--- src/rtl/cgc_pkg.sv ---
// Package with constants for the clock generator control block.
package cgc_pkg;
  // Clock operation mode register field positions.
  localparam int unsigned MODE_W = 8;
  localparam int unsigned MAIN_SEL_LO = 6;
  localparam int unsigned MAIN_SEL_W = 2;
  localparam int unsigned SUB_SEL_BIT = 4;
  localparam logic [7:0] MODE_RST = 8'h00;
  // Main oscillator selection codes held in the top two mode bits.
  localparam logic [1:0] MAIN_PORT = 2'h0;
  localparam logic [1:0] MAIN_XTAL = 2'h1;
  localparam logic [1:0] MAIN_EXT = 2'h3;
  // Supply oscillation stabilization time in microseconds and its cycle count.
  localparam int unsigned CLK_MHZ = 125;
  localparam int unsigned SUPPLY_STAB_US = 100;
  localparam int unsigned SUPPLY_STAB_CYC = SUPPLY_STAB_US * CLK_MHZ;
  localparam int unsigned CNT_W = 24;
  localparam logic [CNT_W-1:0] CNT_ZERO = 24'h000000;
  localparam logic [CNT_W-1:0] CNT_ONE = 24'h000001;
  // Power-up sequencer states.
  typedef enum logic [1:0] {
    CGC_IDLE = 2'h0,
    CGC_WAIT = 2'h1,
    CGC_RUN = 2'h3
  } cgc_state_t;
endpackage

--- src/rtl/cgc_clock_generator_control.sv ---
// Clock generator control: power-up delay, pin modes, write-once mode register, clock routing.
// How it works
// - With detector default start on, a fast supply rise inserts stabilization delay first.
// - External main clock input needs no oscillation stabilization wait before use.
// - Main oscillator output pin stays an input port until mode register selects any main code other than port; input pin until crystal.
// - Exactly one single 8-bit write to the mode register is accepted after reset.
// - Subsystem oscillator pins stay input ports until subsystem oscillator is selected.
// - CPU on subsystem clock feeds peripherals too, except counter, buzzer, watchdog.
`timescale 1ns/1ps
module cgc_clock_generator_control #(
  parameter int unsigned STAB_CYC = cgc_pkg::SUPPLY_STAB_CYC
) (
  // Clock and reset.
  input wire logic clk_in,
  input wire logic rstn_in,
  // Supply monitor inputs, asynchronous.
  input wire logic lowvolt_default_off_opt_in,
  input wire logic supply_above_low_in,
  input wire logic supply_above_high_in,
  // Mode register write port, CPU clock source and main oscillator ready inputs.
  input wire logic mode_wr_in,
  input wire logic [7:0] mode_wdata_in,
  input wire logic cpu_on_subclk_in,
  input wire logic main_osc_ready_in,
  // Status outputs.
  output logic [7:0] clock_operation_mode_reg_out,
  output logic mode_locked_out,
  output logic reset_hold_out,
  output logic main_clk_usable_out,
  // Pin function selection: 1 means the pin is a general-purpose input port, except the external clock input enable.
  output logic main_osc_in_pin_port_out,
  output logic main_osc_out_ext_pin_port_out,
  output logic sub_osc_in_pin_port_out,
  output logic sub_osc_out_pin_port_out,
  output logic ext_main_clock_input_en_out,
  // Peripheral clock source select: 1 routes the subsystem clock.
  output logic periph_on_subclk_out,
  output logic fixed_src_periph_on_subclk_out
);
  // Index of each supply monitor input inside the synchroniser vector.
  localparam int unsigned SYNC_N = 3;
  localparam int unsigned SUP_LOW_BIT = 0;
  localparam int unsigned SUP_HIGH_BIT = 1;
  localparam int unsigned DET_ON_BIT = 2;

  logic [SYNC_N-1:0] async_in;
  logic [SYNC_N-1:0] sync1_r;
  logic [SYNC_N-1:0] sync2_r;
  logic supply_low_s;
  logic supply_high_s;
  logic detector_on_s;
  logic [7:0] mode_r;
  logic locked_r;
  logic [cgc_pkg::CNT_W-1:0] cnt_r;
  logic armed_r;
  logic hold_r;
  logic periph_sub_r;
  logic main_in_port_r;
  logic main_out_port_r;
  logic sub_port_r;
  logic ext_en_r;
  logic start_wait;
  logic wait_done;
  logic mode_take;
  logic [1:0] wr_sel;
  logic [1:0] main_sel;
  cgc_pkg::cgc_state_t state_r;

  // Main selection decoders, shared by the pin, clock-enable and usable logic.
  function automatic logic sel_is_port(input logic [1:0] sel);
    return sel == cgc_pkg::MAIN_PORT;
  endfunction

  function automatic logic sel_is_xtal(input logic [1:0] sel);
    return sel == cgc_pkg::MAIN_XTAL;
  endfunction

  function automatic logic sel_is_ext(input logic [1:0] sel);
    return sel == cgc_pkg::MAIN_EXT;
  endfunction

  // Asynchronous supply pins pass two flip-flops; only the second stage is ever read.
  assign async_in = {lowvolt_default_off_opt_in, supply_above_high_in, supply_above_low_in};
  for (genvar i = 0; i < SYNC_N; i++) begin : g_sync
    always_ff @(posedge clk_in or negedge rstn_in) begin
      if (!rstn_in) begin
        sync1_r[i] <= 1'b0;
        sync2_r[i] <= 1'b0;
      end else begin
        sync1_r[i] <= async_in[i];
        sync2_r[i] <= sync1_r[i];
      end
    end
  end

  assign supply_low_s = sync2_r[SUP_LOW_BIT];
  assign supply_high_s = sync2_r[SUP_HIGH_BIT];
  assign detector_on_s = sync2_r[DET_ON_BIT];

  // The wait starts once the low threshold is seen with the detector default start on.
  assign start_wait = (state_r == cgc_pkg::CGC_IDLE) && supply_low_s && detector_on_s;
  assign wait_done = (state_r == cgc_pkg::CGC_WAIT) && (cnt_r <= cgc_pkg::CNT_ONE);

  // Supply sequencer state: idle, counting the stabilization time, then running.
  always_ff @(posedge clk_in or negedge rstn_in) begin
    if (!rstn_in) begin
      state_r <= cgc_pkg::CGC_IDLE;
    end else begin
      unique case (state_r)
        cgc_pkg::CGC_IDLE: begin
          if (start_wait) begin
            state_r <= cgc_pkg::CGC_WAIT;
          end
        end
        cgc_pkg::CGC_WAIT: begin
          if (wait_done) begin
            state_r <= cgc_pkg::CGC_RUN;
          end
        end
        cgc_pkg::CGC_RUN: begin
          // A supply drop below the low threshold rearms the whole sequence.
          if (!supply_low_s) begin
            state_r <= cgc_pkg::CGC_IDLE;
          end
        end
        default: begin
          state_r <= cgc_pkg::CGC_IDLE;
        end
      endcase
    end
  end

  // Stabilization counter, loaded on entry to the wait and run down to zero.
  always_ff @(posedge clk_in or negedge rstn_in) begin
    if (!rstn_in) begin
      cnt_r <= cgc_pkg::CNT_ZERO;
    end else if (start_wait) begin
      cnt_r <= cgc_pkg::CNT_W'(STAB_CYC);
    end else if (wait_done) begin
      cnt_r <= cgc_pkg::CNT_ZERO;
    end else if (state_r == cgc_pkg::CGC_WAIT) begin
      cnt_r <= cnt_r - cgc_pkg::CNT_ONE;
    end
  end

  // Remembers that the high threshold came while the count was still running.
  always_ff @(posedge clk_in or negedge rstn_in) begin
    if (!rstn_in) begin
      armed_r <= 1'b0;
    end else if (start_wait) begin
      armed_r <= 1'b0;
    end else if ((state_r == cgc_pkg::CGC_WAIT) && supply_high_s) begin
      armed_r <= 1'b1;
    end
  end

  // Reset processing is held off for the rest of the count once a fast rise is seen;
  // a slow rise that misses the window never raises the hold.
  always_ff @(posedge clk_in or negedge rstn_in) begin
    if (!rstn_in) begin
      hold_r <= 1'b0;
    end else if ((state_r == cgc_pkg::CGC_WAIT) && !wait_done) begin
      hold_r <= supply_high_s || armed_r;
    end else begin
      hold_r <= 1'b0;
    end
  end

  assign mode_take = mode_wr_in && !locked_r;
  assign wr_sel = mode_wdata_in[cgc_pkg::MAIN_SEL_LO +: cgc_pkg::MAIN_SEL_W];

  // Write-once mode register; one byte write per reset, later writes have no effect.
  always_ff @(posedge clk_in or negedge rstn_in) begin
    if (!rstn_in) begin
      mode_r <= cgc_pkg::MODE_RST;
      locked_r <= 1'b0;
    end else if (mode_take) begin
      mode_r <= mode_wdata_in;
      locked_r <= 1'b1;
    end
  end

  // Pin functions live in flip-flops loaded by the same accepted write, so they change
  // together with the register and never glitch while it is decoded.
  always_ff @(posedge clk_in or negedge rstn_in) begin
    if (!rstn_in) begin
      main_in_port_r <= 1'b1;
      main_out_port_r <= 1'b1;
      sub_port_r <= 1'b1;
      ext_en_r <= 1'b0;
    end else if (mode_take) begin
      main_in_port_r <= !sel_is_xtal(wr_sel);
      main_out_port_r <= sel_is_port(wr_sel);
      sub_port_r <= !mode_wdata_in[cgc_pkg::SUB_SEL_BIT];
      ext_en_r <= sel_is_ext(wr_sel);
    end
  end

  // Peripheral clock follows the CPU onto the subsystem clock; fixed-source units never do.
  always_ff @(posedge clk_in or negedge rstn_in) begin
    if (!rstn_in) begin
      periph_sub_r <= 1'b0;
    end else begin
      periph_sub_r <= cpu_on_subclk_in;
    end
  end

  assign main_sel = mode_r[cgc_pkg::MAIN_SEL_LO +: cgc_pkg::MAIN_SEL_W];
  assign clock_operation_mode_reg_out = mode_r;
  assign mode_locked_out = locked_r;
  assign reset_hold_out = hold_r;
  // The first main pin is released only by the crystal; an external clock enters on the second.
  assign main_osc_in_pin_port_out = main_in_port_r;
  assign main_osc_out_ext_pin_port_out = main_out_port_r;
  assign ext_main_clock_input_en_out = ext_en_r;
  assign sub_osc_in_pin_port_out = sub_port_r;
  assign sub_osc_out_pin_port_out = sub_port_r;
  // An external clock is usable at once; a crystal waits for its stabilization flag.
  assign main_clk_usable_out = sel_is_ext(main_sel) ||
                               (sel_is_xtal(main_sel) && main_osc_ready_in);
  assign periph_on_subclk_out = periph_sub_r;
  assign fixed_src_periph_on_subclk_out = 1'b0;
endmodule

--- config.mk ---
export PLATFORM = sky130hd
export DESIGN_NAME = cgc_clock_generator_control
export DESIGN_NICKNAME = d
export VERILOG_FILES = /design/src/rtl/cgc_pkg.sv /design/src/rtl/cgc_clock_generator_control.sv
export SDC_FILE = /design/constraint.sdc
export NUM_CORES = 1
export LEC_CHECK = 0
export ABC_AREA = 1
export BUFFER_PORTS_ARGS = -buffer_cell sky130_fd_sc_hd__buf_2
export CORE_MARGIN = 1.5
export CORE_UTILIZATION = 49
export DETAILED_ROUTE_END_ITERATION = 8
export PLACE_DENSITY = 0.68
export RECOVER_POWER = 50
export SYNTH_ARGS = -nofsm -noshare
export SYNTH_HDL_FRONTEND = slang
export SYNTH_SLANG_ARGS = --single-unit
--- constraint.sdc ---
create_clock -name clk_in -period 4.8 [get_ports clk_in]
set_input_delay 0.96 -clock clk_in [delete_from_list [all_inputs] [get_ports clk_in]]
set_output_delay 0.96 -clock clk_in [all_outputs]
set_load 0.03 [all_outputs]
==> implementation parameters, run 1 <==
Parameter                              Value

Global routing
  Via count of the first global-routing pass    1945
  Largest net degree at the start of global routing    49
  First-pass GRT wire length    8630 um
  Antenna violations before repair    0
  Residual overflow from global routing    0
  Overall track demand over capacity in global routing    20.2%

STA
  Min Hold Slack    0.354 ns
  TNS Setup    0 ns
  Slew at the pin closest to its max-slew limit    2.55 ns
  Final clock period utilization by the worst path    60.1%
  Count of final hold-check violations    0
  Worst slew margin relative to its limit    -69.8%
  Setup repair after global routing missed its margin    false
  Highest clock frequency the design can meet    347 MHz
  Number of slew-limit violations in the final report    49
  Number of setup violations in the final report    0
  Worst Clk Skew    0.00721 ns
  Final period demand of the worst path    2.88 ns

Synthesis
  Synth warnings    0
  Syn Nets    337
  Sequential cell area fraction in the yosys report    47.0%
  Synth Area per Inst    8.04 sq um
  Synth area leader    dfrtp_1
  Combined area of all synthesized cells    2570 sq um
  Seq cells post-synth    48
  Count of cell types in the netlist    35
  Share of Yosys cell area claimed by the top area cell type    43.9%
  Synth Instances    319
  Top post-synthesis cells by area    dfrtp_1 44%, nand2_1 15%, nor2_1 7.0%

Power
  Peak VDD IR    0.223 mV
  LEAKAGE    1.44 nW
  Areal power density over the cells    555 nW/um^2

Setup path
  Maximum fanout along the worst path    48
  Number of buffers and inverters on the critical path    1
  Setup crit end kind    asynchronous set/reset pin
  Cells along the critical path    clkbuf_1
  Cell family contributing the most delay on the critical path    buffers and inverters
  CP required    4.68 ns
  Register-to-register setup slack    2.94 ns
  Setup crit start kind    input port
  Path type of the worst setup path    input port to asynchronous set/reset pin
  Delay of the slowest critical-path stage    1.77 ns
  Critical Path Slowest Stage Cell    clkbuf_1
  Arrival time at the worst endpoint    2.77 ns

Detailed routing
  Via/cell ratio    4.88
  Number of design-rule violations left by the first detailed-router iteration    109
  DR pass1 iterations    4
  Routed met2 length    2410 um
  Met3 wirelength from detailed routing    175 um
  DRT Wirelength    5010 um
  Number of antenna-violating nets in the routed design    0
  Vias after detailed routing    2070
  Post-route DRC    0
  Routed len/inst    11.8 um
  Top metal layer carrying routed signals    met4
  Met1 WL    2330 um

Layout
  Core occupancy in the finished layout    56.8%
  Share of cells above drive strength 1    20.9%
  Count of antenna diodes in the layout    0
  Post-layout instance count excluding filler cells    424
  Number of inserted filler cells in the final layout    503
  Most frequent standard cell in the layout excluding fill and tap cells    nand2_1
  Layout area overhead    12.4%
  Top library cells by usage in the layout, fill and taps aside    103 x nand2_1, 49 x nor2_1, 45 x dfrtp_1, 30 x inv_1, 30 x buf_2
  Final #Nets    371

Clock tree
  Clock-pin transition on the worst setup and hold timing paths    0.09 ns
  Clock root buffer    clkbuf_8
  Clock insertion delay at the later pin of the skew report    0.30 ns
  Deepest clock path buffer count    2
  TritonCTS Buffers    5
  Number of buffers added for setup after CTS    0
  H-tree depth    2
  Hold_buf cts    0
  CTS tree    yes
  Total of cells resized after clock tree synthesis    0
  Number of sinks handled by clock tree synthesis    48

Run status
  Violated checks    capacitance limit, slew limit
  Result of the run    complete, but fails checks

Floorplan
  # rows    26
  Floorplan core area    5070 sq um
  Number of top-level pins    34
  Total Die Area    5680 sq um
  Horizontal die dimension    75.4 um
  Initial core utilization    50.6%
  Vertical die dimension    75.4 um

Placed design
  Cell count after placement    416
  Weighted congestion reported at the end of routability-driven placement    0.797
  Quantity of I/O buffers inserted on ports    32
  HPWL Detailed    3780 um

Run
  Max-capacitance violation count    1

Hold path
  Min-delay worst type    flop to flop
==> stage by stage <==
step | setup WS [ns] | power (mW) | instance area [sq um]
floorplan | 2.44 | 1.16 | 2570
finish | 1.92 | 1.60 | 2880
global placement | 2.38 | 1.30 | 2780
detailed placement | 2.36 | 1.32 | 2780
global route | 1.38 | 1.75 | 2880
CTS | 2.50 | 1.62 | 2890
==> where the power goes <==
part	total, mW	switching (mW)	internal, mW
clock network	0.302	0.145	0.157
logic	0.648	0.418	0.230
registers	0.652	0.132	0.520
total	1.60	0.695	0.907
==> logic make-up after synthesis <==
group                    count (synthesis)  share of synthesized area [%]
AO/OA/AOI/OAI                           20                           5.36
XOR/XNOR                                 8                           2.73
adder cells (fa/ha/maj)                  2                          0.975
buffers and inverters                   40                           6.58
flip-flops                              48                           47.0
other                                    1                          0.146
AND/OR/NAND/NOR                        200                           37.3
==> layer usage <==
layer	vias to the layer above	GRT usage [%]
met3	9	3.57
met2	38	33.2
met1	965	26.9
met5	-	0
met4	0	7.54
li1	1058	-
==> area by class of cell <==
class                      instances  area [sq um]  area share, %
clock buffer                       5          68.8           2.39
clock inverter                     3          46.3           1.61
inverter                          35           134           4.64
multi-input combinational        231          1180           41.1
sequential                        48          1200           41.8
tap                               70          87.6           3.04
timing repair buffer              32           158           5.47
==> worst paths after layout <==
| check | start | end | cells past startpoint |
|---|---|---|---|
| worst min register to register | sync1_r[2]$_DFF_PN0_ | detector_on_s$_DFF_PN0_ | 0 |
| worst max register to register | state_r[1]$_DFFE_PN0P_ | cnt_r[15]$_DFFE_PN0P_ | 7 |
| worst max-delay path | rstn_in | cnt_r[19]$_DFFE_PN0P_ | 1 |
| worst min-delay path | sync1_r[2]$_DFF_PN0_ | detector_on_s$_DFF_PN0_ | 0 |
| max in group clk_in | main_osc_ready_in | main_clk_usable_out | 4 |
| min in group asynchronous | rstn_in | supply_low_s$_DFF_PN0_ | 1 |
==> cell usage after synthesis (all sizes together) <==
library cell	count
o211a	1
nand2	108
nand3	20
clkbuf	1
dfrtp	45
xor2	7
nand3b	1
dfstp	3
o21a	1
buf	4
nand4	8
clkinv	1
nor2	61
conb	1
o21bai	7
or2	1
o22ai	1
inv	34
o21ai	10
xnor2	1
nor3	1
ha	2
==> flip-flops by register name, indices dropped and copies added (netlist names) <==
| signal | cells |
|---|---|
| armed_r | 1 |
| clock_operation_mode_reg_out | 8 |
| cnt_r | 24 |
| detector_on_s | 1 |
| ext_main_clock_input_en_out | 1 |
| main_osc_in_pin_port_out | 1 |
| main_osc_out_ext_pin_port_out | 1 |
| mode_locked_out | 1 |
| periph_on_subclk_out | 1 |
| reset_hold_out | 1 |
| state_r | 2 |
| sub_osc_in_pin_port_out | 1 |
| supply_high_s | 1 |
| supply_low_s | 1 |
| sync1_r | 3 |
Note: power is estimated with default switching activity, not from simulation.
==> run 2: changes to the inputs <==
- clock period: 4.8 -> 2.9 ns (I/O delays scaled with it)
==> run 2 against run 1 <==
The flow now finishes without violations. Critical path depth up 8. Via count down 1.5%. Worst hold slack better by 0.00081 ns. Utilization up 0.79 points. Wire length up 1.8%. Setup slack worse by 0.72 ns. Count of clock-buffer cells in the layout unchanged. Flip-flop and latch count unchanged. Critical path type is now flop to flop. Largest power group is now combinational logic.
==> implementation parameters, run 2 (same netlist as run 1, synthesis figures left out) <==
Parameter                              Value

Detailed routing
  Vias after detailed routing    2038 (-1.5%)
  Routed len/inst    12.0 um (+1.3%)
  Number of antenna-violating nets in the routed design    0 (unchanged)
  Number of design-rule violations left by the first detailed-router iteration    94 (-14%)
  Post-route DRC    0 (unchanged)
  DRT Wirelength    5100 um (+1.8%)
  Via/cell ratio    4.78 (-2.0%)
  DR pass1 iterations    4 (unchanged)

Setup path
  Number of buffers and inverters on the critical path    2 (+1)
  Critical R2R Capture    cnt_r[3]$_DFFE_PN0P_
  Path type of the worst setup path    flop to flop
  R2R Path Start    cnt_r[0]$_DFFE_PN0P_
  CP required    3.09 ns (-1.59 ns)
  Arrival time at the worst endpoint    1.89 ns (-0.88 ns)
  Launching instance or port of the critical path    cnt_r[0]$_DFFE_PN0P_
  Setup crit end kind    flop
  Critical path destination    cnt_r[3]$_DFFE_PN0P_
  Cells along the critical path    inv_2 > ha_1 > inv_2 > nand2_1 > nand2_1 > nor2_2 > nand3_4 > o21ai_4 > nor2_1
  Levels on crit path    9 (+8)
  Critical Path Slowest Stage Cell    dfrtp_1
  Setup crit start kind    flop
  Cell family contributing the most delay on the critical path    flip-flops
  Number of cells traversed by the worst register-to-register path    9 (+2)
  Maximum fanout along the worst path    8 (-83%)
  Register-to-register setup slack    1.20 ns (-1.74 ns)
  Delay of the slowest critical-path stage    0.46 ns (-1.31 ns)

Floorplan
  Total Die Area    5680 sq um (unchanged)
  Vertical die dimension    75.4 um (unchanged)
  Horizontal die dimension    75.4 um (unchanged)
  Initial core utilization    50.6% (unchanged)
  Floorplan core area    5070 sq um (unchanged)
  Number of top-level pins    34 (unchanged)
  # rows    26 (unchanged)

Run
  Max-capacitance violation count    0 (-1)

Power
  Areal power density over the cells    939 nW/um^2 (+69%)
  Share of power burned in combinational logic    39.6% (-0.9 points)
  Internal power of the cells    1.59 mW (+75%)
  Switching power total    1.16 mW (+66%)
  Proportion of total power due to net switching    42.1% (-1.3 points)
  Sequential cell fraction of total power    39.3% (-1.4 points)
  Clock power share    21.0% (+2.2 points)
  LEAKAGE    1.46 nW (+1.5%)
  Peak VDD IR    0.408 mV (+82%)
  Final Power    2.75 mW (+71%)

Clock tree
  Deepest clock path buffer count    2 (unchanged)
  H-tree depth    2 (unchanged)
  CTS tree    yes
  Clock root buffer    clkbuf_8
  TritonCTS Buffers    5 (unchanged)
  Number of buffers added for setup after CTS    0 (unchanged)
  Clock insertion delay at the later pin of the skew report    0.31 ns (about the same)
  Clock-pin transition on the worst setup and hold timing paths    0.09 ns (about the same)
  Number of sinks handled by clock tree synthesis    48 (unchanged)
  Hold_buf cts    0 (unchanged)
  Total of cells resized after clock tree synthesis    0 (unchanged)

Placed design
  Weighted congestion reported at the end of routability-driven placement    0.919 (+15%)
  Pre-CTS worst setup slack    1.22 ns (-1.14 ns)
  HPWL Detailed    3870 um (+2.5%)
  Quantity of I/O buffers inserted on ports    32 (unchanged)

STA
  TNS Setup    0 ns (unchanged)
  Slew at the pin closest to its max-slew limit    0.954 ns (-1.59 ns)
  Worst slew margin relative to its limit    36.4% (+110 points)
  Number of setup violations in the final report    0 (unchanged)
  Final clock period utilization by the worst path    58.7%
  Setup repair after global routing missed its margin    false
  Number of slew-limit violations in the final report    0 (-100%)
  Count of final hold-check violations    0 (unchanged)
  Worst Clk Skew    0.00911 ns (+0.00191 ns)
  Highest clock frequency the design can meet    588 MHz
  Final period demand of the worst path    1.70 ns
  Final Worst Setup Slack    1.20 ns (-0.718 ns)

Global routing
  Antenna violations before repair    0 (unchanged)
  First-pass GRT wire length    8850 um (+2.6%)
  Overall track demand over capacity in global routing    21.1% (+0.90 points)
  Largest net degree at the start of global routing    32 (-35%)
  Via count of the first global-routing pass    2007 (+3.2%)
  Residual overflow from global routing    0 (unchanged)

Layout
  Count of antenna diodes in the layout    0 (unchanged)
  Number of inserted filler cells in the final layout    485 (-3.6%)
  Most frequent standard cell in the layout excluding fill and tap cells    nand2_1
  Final #Nets    373 (+0.54%)
  Top library cells by usage in the layout, fill and taps aside    101 x nand2_1, 48 x nor2_1, 45 x dfrtp_1, 31 x buf_2, 30 x inv_1
  Area taken by multi-input logic gates    1190 sq um (+0.63%)
  Seq. cell area    1200 sq um (unchanged)
  Flip-flop count of the largest register after layout    24 (unchanged)
  Layout area overhead    13.9%
  Largest register by flop count    cnt_r
  Share of cells above drive strength 1    22.2% (+1.3 points)

Run status
  Result of the run    complete, no violations

Hold path
  Worst Hold Path Cells    0 (unchanged)
  Min-delay worst type    flop to flop
[run 2: cell types whose count changed in the layout (fill, tap and decap cells not counted), sizes merged]
cell	change
buf	+1
bufinv	+1
clkbuf	+1
clkinvlp	-1
[run 2: power groups by stage]
stage                     registers (mW)  clock network, mW  logic [mW]
after floorplan                     1.08                  0       0.849
after global placement              1.09                  0        1.07
after detailed placement            1.09                  0        1.09
after CTS                           1.08              0.591        1.10
after global routing                1.11              0.618        1.24
final                               1.08              0.578        1.09
[run 2: worst min path at each step]
stage	startpoint	end	slack [ns]
after global routing	cpu_on_subclk_in	periph_on_subclk_out$_DFF_PN0_	0.35
after CTS	rstn_in	supply_low_s$_DFF_PN0_	0.21
after global placement	sync1_r[1]$_DFF_PN0_	supply_high_s$_DFF_PN0_	0.33
final	sync1_r[2]$_DFF_PN0_	detector_on_s$_DFF_PN0_	0.35
after floorplan	rstn_in	armed_r$_DFFE_PN0P_	0.28
after detailed placement	sync1_r[2]$_DFF_PN0_	detector_on_s$_DFF_PN0_	0.34
[run 2: worst reg2reg max path, delay by kind of cell, from the launching register on]
family | cells | cell delay (ns)
adder cells (fa/ha/maj) | 1 | 0.25
flip-flops | 1 | 0.46
buffers and inverters | 2 | 0.14
AO/OA/AOI/OAI | 1 | 0.27
AND/OR/NAND/NOR | 5 | 0.46
[run 2: metal layers]
metal / routed length (um) / up-vias / global-route usage, %
met5: 0 / - / 0
met4: 107 / 0 / 8.33
met2: 2380 / 45 / 34.7
li1: - / 1055 / -
met3: 210 / 8 / 5.16
met1: 2400 / 930 / 27.0
[run 2: cell type report]
class	instances	share of cell area [%]
inverters	35	4.58
repair buffers	34	5.73
flip-flops and latches	48	41.2
clock inverters	3	2.35
multi-input cells	231	40.8
well taps	70	3.00
clock buffers	5	2.35
[run 2: metrics by stage]
| step | area, sq um | cells | hold WS (ns) | utilization [%] |
|---|---|---|---|---|
| after global routing | 2920 | 426 | 0.345 | 57.6 |
| after detailed placement | 2790 | 418 | 0.336 | 55.1 |
| after floorplan | 2570 | 319 | 0.284 | - |
| after global placement | 2790 | 418 | 0.334 | 55.1 |
| final | 2920 | 426 | 0.355 | 57.6 |
| after CTS | 2930 | 426 | 0.206 | 57.8 |
==> run 3: changes to the inputs <==
- PLACE_DENSITY: 0.68 -> 0.71
- clock period: 2.9 -> 1.55 ns (I/O delays scaled with it)
==> run 3 against run 2 <==
Non-clock buffer count is 21 higher. Sequential power is 82% higher. Largest cell class is now multi-input combinational cells. Via count is 5.1% higher. Utilization is 3.4 points higher. Clock skew is 0.0053 ns lower. Critical path depth stayed put. Setup slack worse by 1.2 ns. Largest power group unchanged.
==> implementation parameters, run 3 (same netlist as run 1, synthesis figures left out) <==
Parameter                              Value

Run status
  Result of the run    complete, no violations

Setup path
  CP required    1.74 ns (-1.35 ns)
  Critical path destination    cnt_r[3]$_DFFE_PN0P_
  Setup crit end kind    flop
  Delay of the slowest critical-path stage    0.40 ns (-0.06 ns)
  Most frequent CP cell    nand2_1
  Register-to-register setup slack    0.05 ns (-1.15 ns)
  Number of buffers and inverters on the critical path    2 (unchanged)
  Launching instance or port of the critical path    cnt_r[1]$_DFFE_PN0P_
  Critical Path Slowest Stage Cell    dfrtp_1
  Levels on crit path    9 (unchanged)
  Critical R2R Capture    cnt_r[3]$_DFFE_PN0P_
  Path type of the worst setup path    flop to flop
  R2R Path Start    cnt_r[1]$_DFFE_PN0P_
  Number of cells traversed by the worst register-to-register path    9 (unchanged)
  Cells along the critical path    inv_2 > ha_1 > inv_1 > nand2_1 > nand2_1 > nor2_2 > nand3_4 > o21ai_4 > nor2_1
  Setup crit start kind    flop
  Maximum fanout along the worst path    8 (unchanged)
  Arrival time at the worst endpoint    1.69 ns (-0.20 ns)
  Cell family contributing the most delay on the critical path    simple AND/OR/NAND/NOR gates

STA
  Highest clock frequency the design can meet    665 MHz (+13%)
  Final period demand of the worst path    1.50 ns (-0.197 ns)
  Final clock period utilization by the worst path    97.1% (+38 points)
  Number of setup violations in the final report    0 (unchanged)
  Final Worst Setup Slack    0.0456 ns (-1.15 ns)
  Min Hold Slack    0.104 ns (-0.251 ns)
  Setup repair after global routing missed its margin    true
  Worst Clk Skew    0.00382 ns (-0.00530 ns)
  Worst slew margin relative to its limit    48.1% (+12 points)
  Slew at the pin closest to its max-slew limit    0.778 ns (-0.176 ns)
  Number of slew-limit violations in the final report    0 (unchanged)
  TNS Setup    0 ns (unchanged)
  Count of final hold-check violations    0 (unchanged)

Floorplan
  Horizontal die dimension    75.4 um (unchanged)
  Vertical die dimension    75.4 um (unchanged)
  Total Die Area    5680 sq um (unchanged)
  # rows    26 (unchanged)
  Initial core utilization    50.6% (unchanged)
  Number of top-level pins    34 (unchanged)
  Floorplan core area    5070 sq um (unchanged)

Placed design
  Pre-CTS worst setup slack    -0.0292 ns (-1.25 ns)
  HPWL Detailed    4140 um (+6.8%)
  Weighted congestion reported at the end of routability-driven placement    0.915 (-0.38%)
  Quantity of I/O buffers inserted on ports    32 (unchanged)

Clock tree
  Clock root buffer    clkbuf_8
  Clock-pin transition on the worst setup and hold timing paths    0.09 ns (about the same)
  H-tree depth    2 (unchanged)
  Deepest clock path buffer count    2 (unchanged)
  TritonCTS Buffers    5 (unchanged)
  CTS tree    yes
  Clock insertion delay at the later pin of the skew report    0.30 ns (about the same)
  Number of sinks handled by clock tree synthesis    48 (unchanged)

Layout
  Seq. cell area    1200 sq um (unchanged)
  Most frequent standard cell in the layout excluding fill and tap cells    nand2_1
  Share of cells above drive strength 1    27.3% (+5.1 points)
  Final #Nets    394 (+5.6%)
  Flip-flop count of the largest register after layout    24 (unchanged)
  Area taken by multi-input logic gates    1210 sq um (+1.7%)
  Count of antenna diodes in the layout    0 (unchanged)
  Largest register by flop count    cnt_r
  Layout area overhead    20.7%
  Top library cells by usage in the layout, fill and taps aside    101 x nand2_1, 47 x nor2_1, 45 x dfrtp_1, 31 x buf_2, 29 x inv_1
  Number of inserted filler cells in the final layout    450 (-7.2%)
  Core occupancy in the finished layout    61.0% (+3.4 points)

Power
  Areal power density over the cells    1710 nW/um^2 (+82%)
  LEAKAGE    1.56 nW (+6.5%)
  Final Power    5.30 mW (+93%)
  Peak VDD IR    0.749 mV (+84%)

Detailed routing
  DRT Wirelength    5430 um (+6.5%)
  Number of design-rule violations left by the first detailed-router iteration    132 (+40%)
  Routed len/inst    12.1 um (+1.5%)
  Via/cell ratio    4.79 (+0.17%)
  Vias after detailed routing    2142 (+5.1%)
  Number of antenna-violating nets in the routed design    0 (unchanged)
  Post-route DRC    0 (unchanged)
  DR pass1 iterations    4 (unchanged)

Global routing
  Via count of the first global-routing pass    1978 (-1.4%)
  First-pass GRT wire length    9200 um (+4.0%)
  Overall track demand over capacity in global routing    21.6% (+0.42 points)
  Largest net degree at the start of global routing    37 (+16%)
  Antenna violations before repair    0 (unchanged)
  Residual overflow from global routing    0 (unchanged)

Hold path
  Min-delay worst type    input port to flop
  Hold Startpoint    cpu_on_subclk_in

Run
  Max-capacitance violation count    0 (unchanged)
## run 3: how the worst min path moves through the flow
stage	endpoint	depth (start not counted)	slack, ns
4_1_cts	periph_on_subclk_out$_DFF_PN0_	1	0.09
5_1_grt	periph_on_subclk_out$_DFF_PN0_	1	0.09
6_report	periph_on_subclk_out$_DFF_PN0_	1	0.10
3_5_place_dp	cnt_r[16]$_DFFE_PN0P_	1	0.23
2_1_floorplan	armed_r$_DFFE_PN0P_	0	0.01
3_3_place_gp	cnt_r[20]$_DFFE_PN0P_	1	0.23
## run 3: metrics by stage
stage,std cells,instance area (sq um)
global route,447,3100
floorplan,319,2570
detailed placement,435,2930
finish,447,3100
global placement,435,2930
CTS,445,3080
## run 3: per-layer routing
layer	track usage [%]	part of all wire (%)	wire [um]
met3	4.23	5.5	300
met5	0	0	0
met2	36.8	48	2630
met4	6.35	1.2	65
met1	27.9	45	2430
## run 3: what timing repair did
item,in CTS,in global routing
hold buffers,1,0
buffers inserted,1,2
hold endpoints to repair,12,0
setup endpoints to repair,15,20
resized for setup,3,4
pin swaps,1,10
## run 3: final cells by class
class	count	area share [%]
clock buffer	5	2.22
tap	70	2.83
multi-input combinational	231	39.2
timing repair buffer	55	10.9
sequential	48	38.9
clock inverter	3	1.49
inverter	35	4.48
## run 3: report_power, final
group	switching (mW)	internal [mW]
logic	1.48	0.920
registers	0.357	1.61
clock network	0.442	0.486
total	2.28	3.02
## run 3: worst reg2reg max path: cells and delay by family (launching register included)
family | cells | cell delay [ns]
simple gates | 5 | 0.44
compound gates | 1 | 0.26
buf+inv | 2 | 0.13
flops | 1 | 0.40
fa+ha+maj | 1 | 0.15
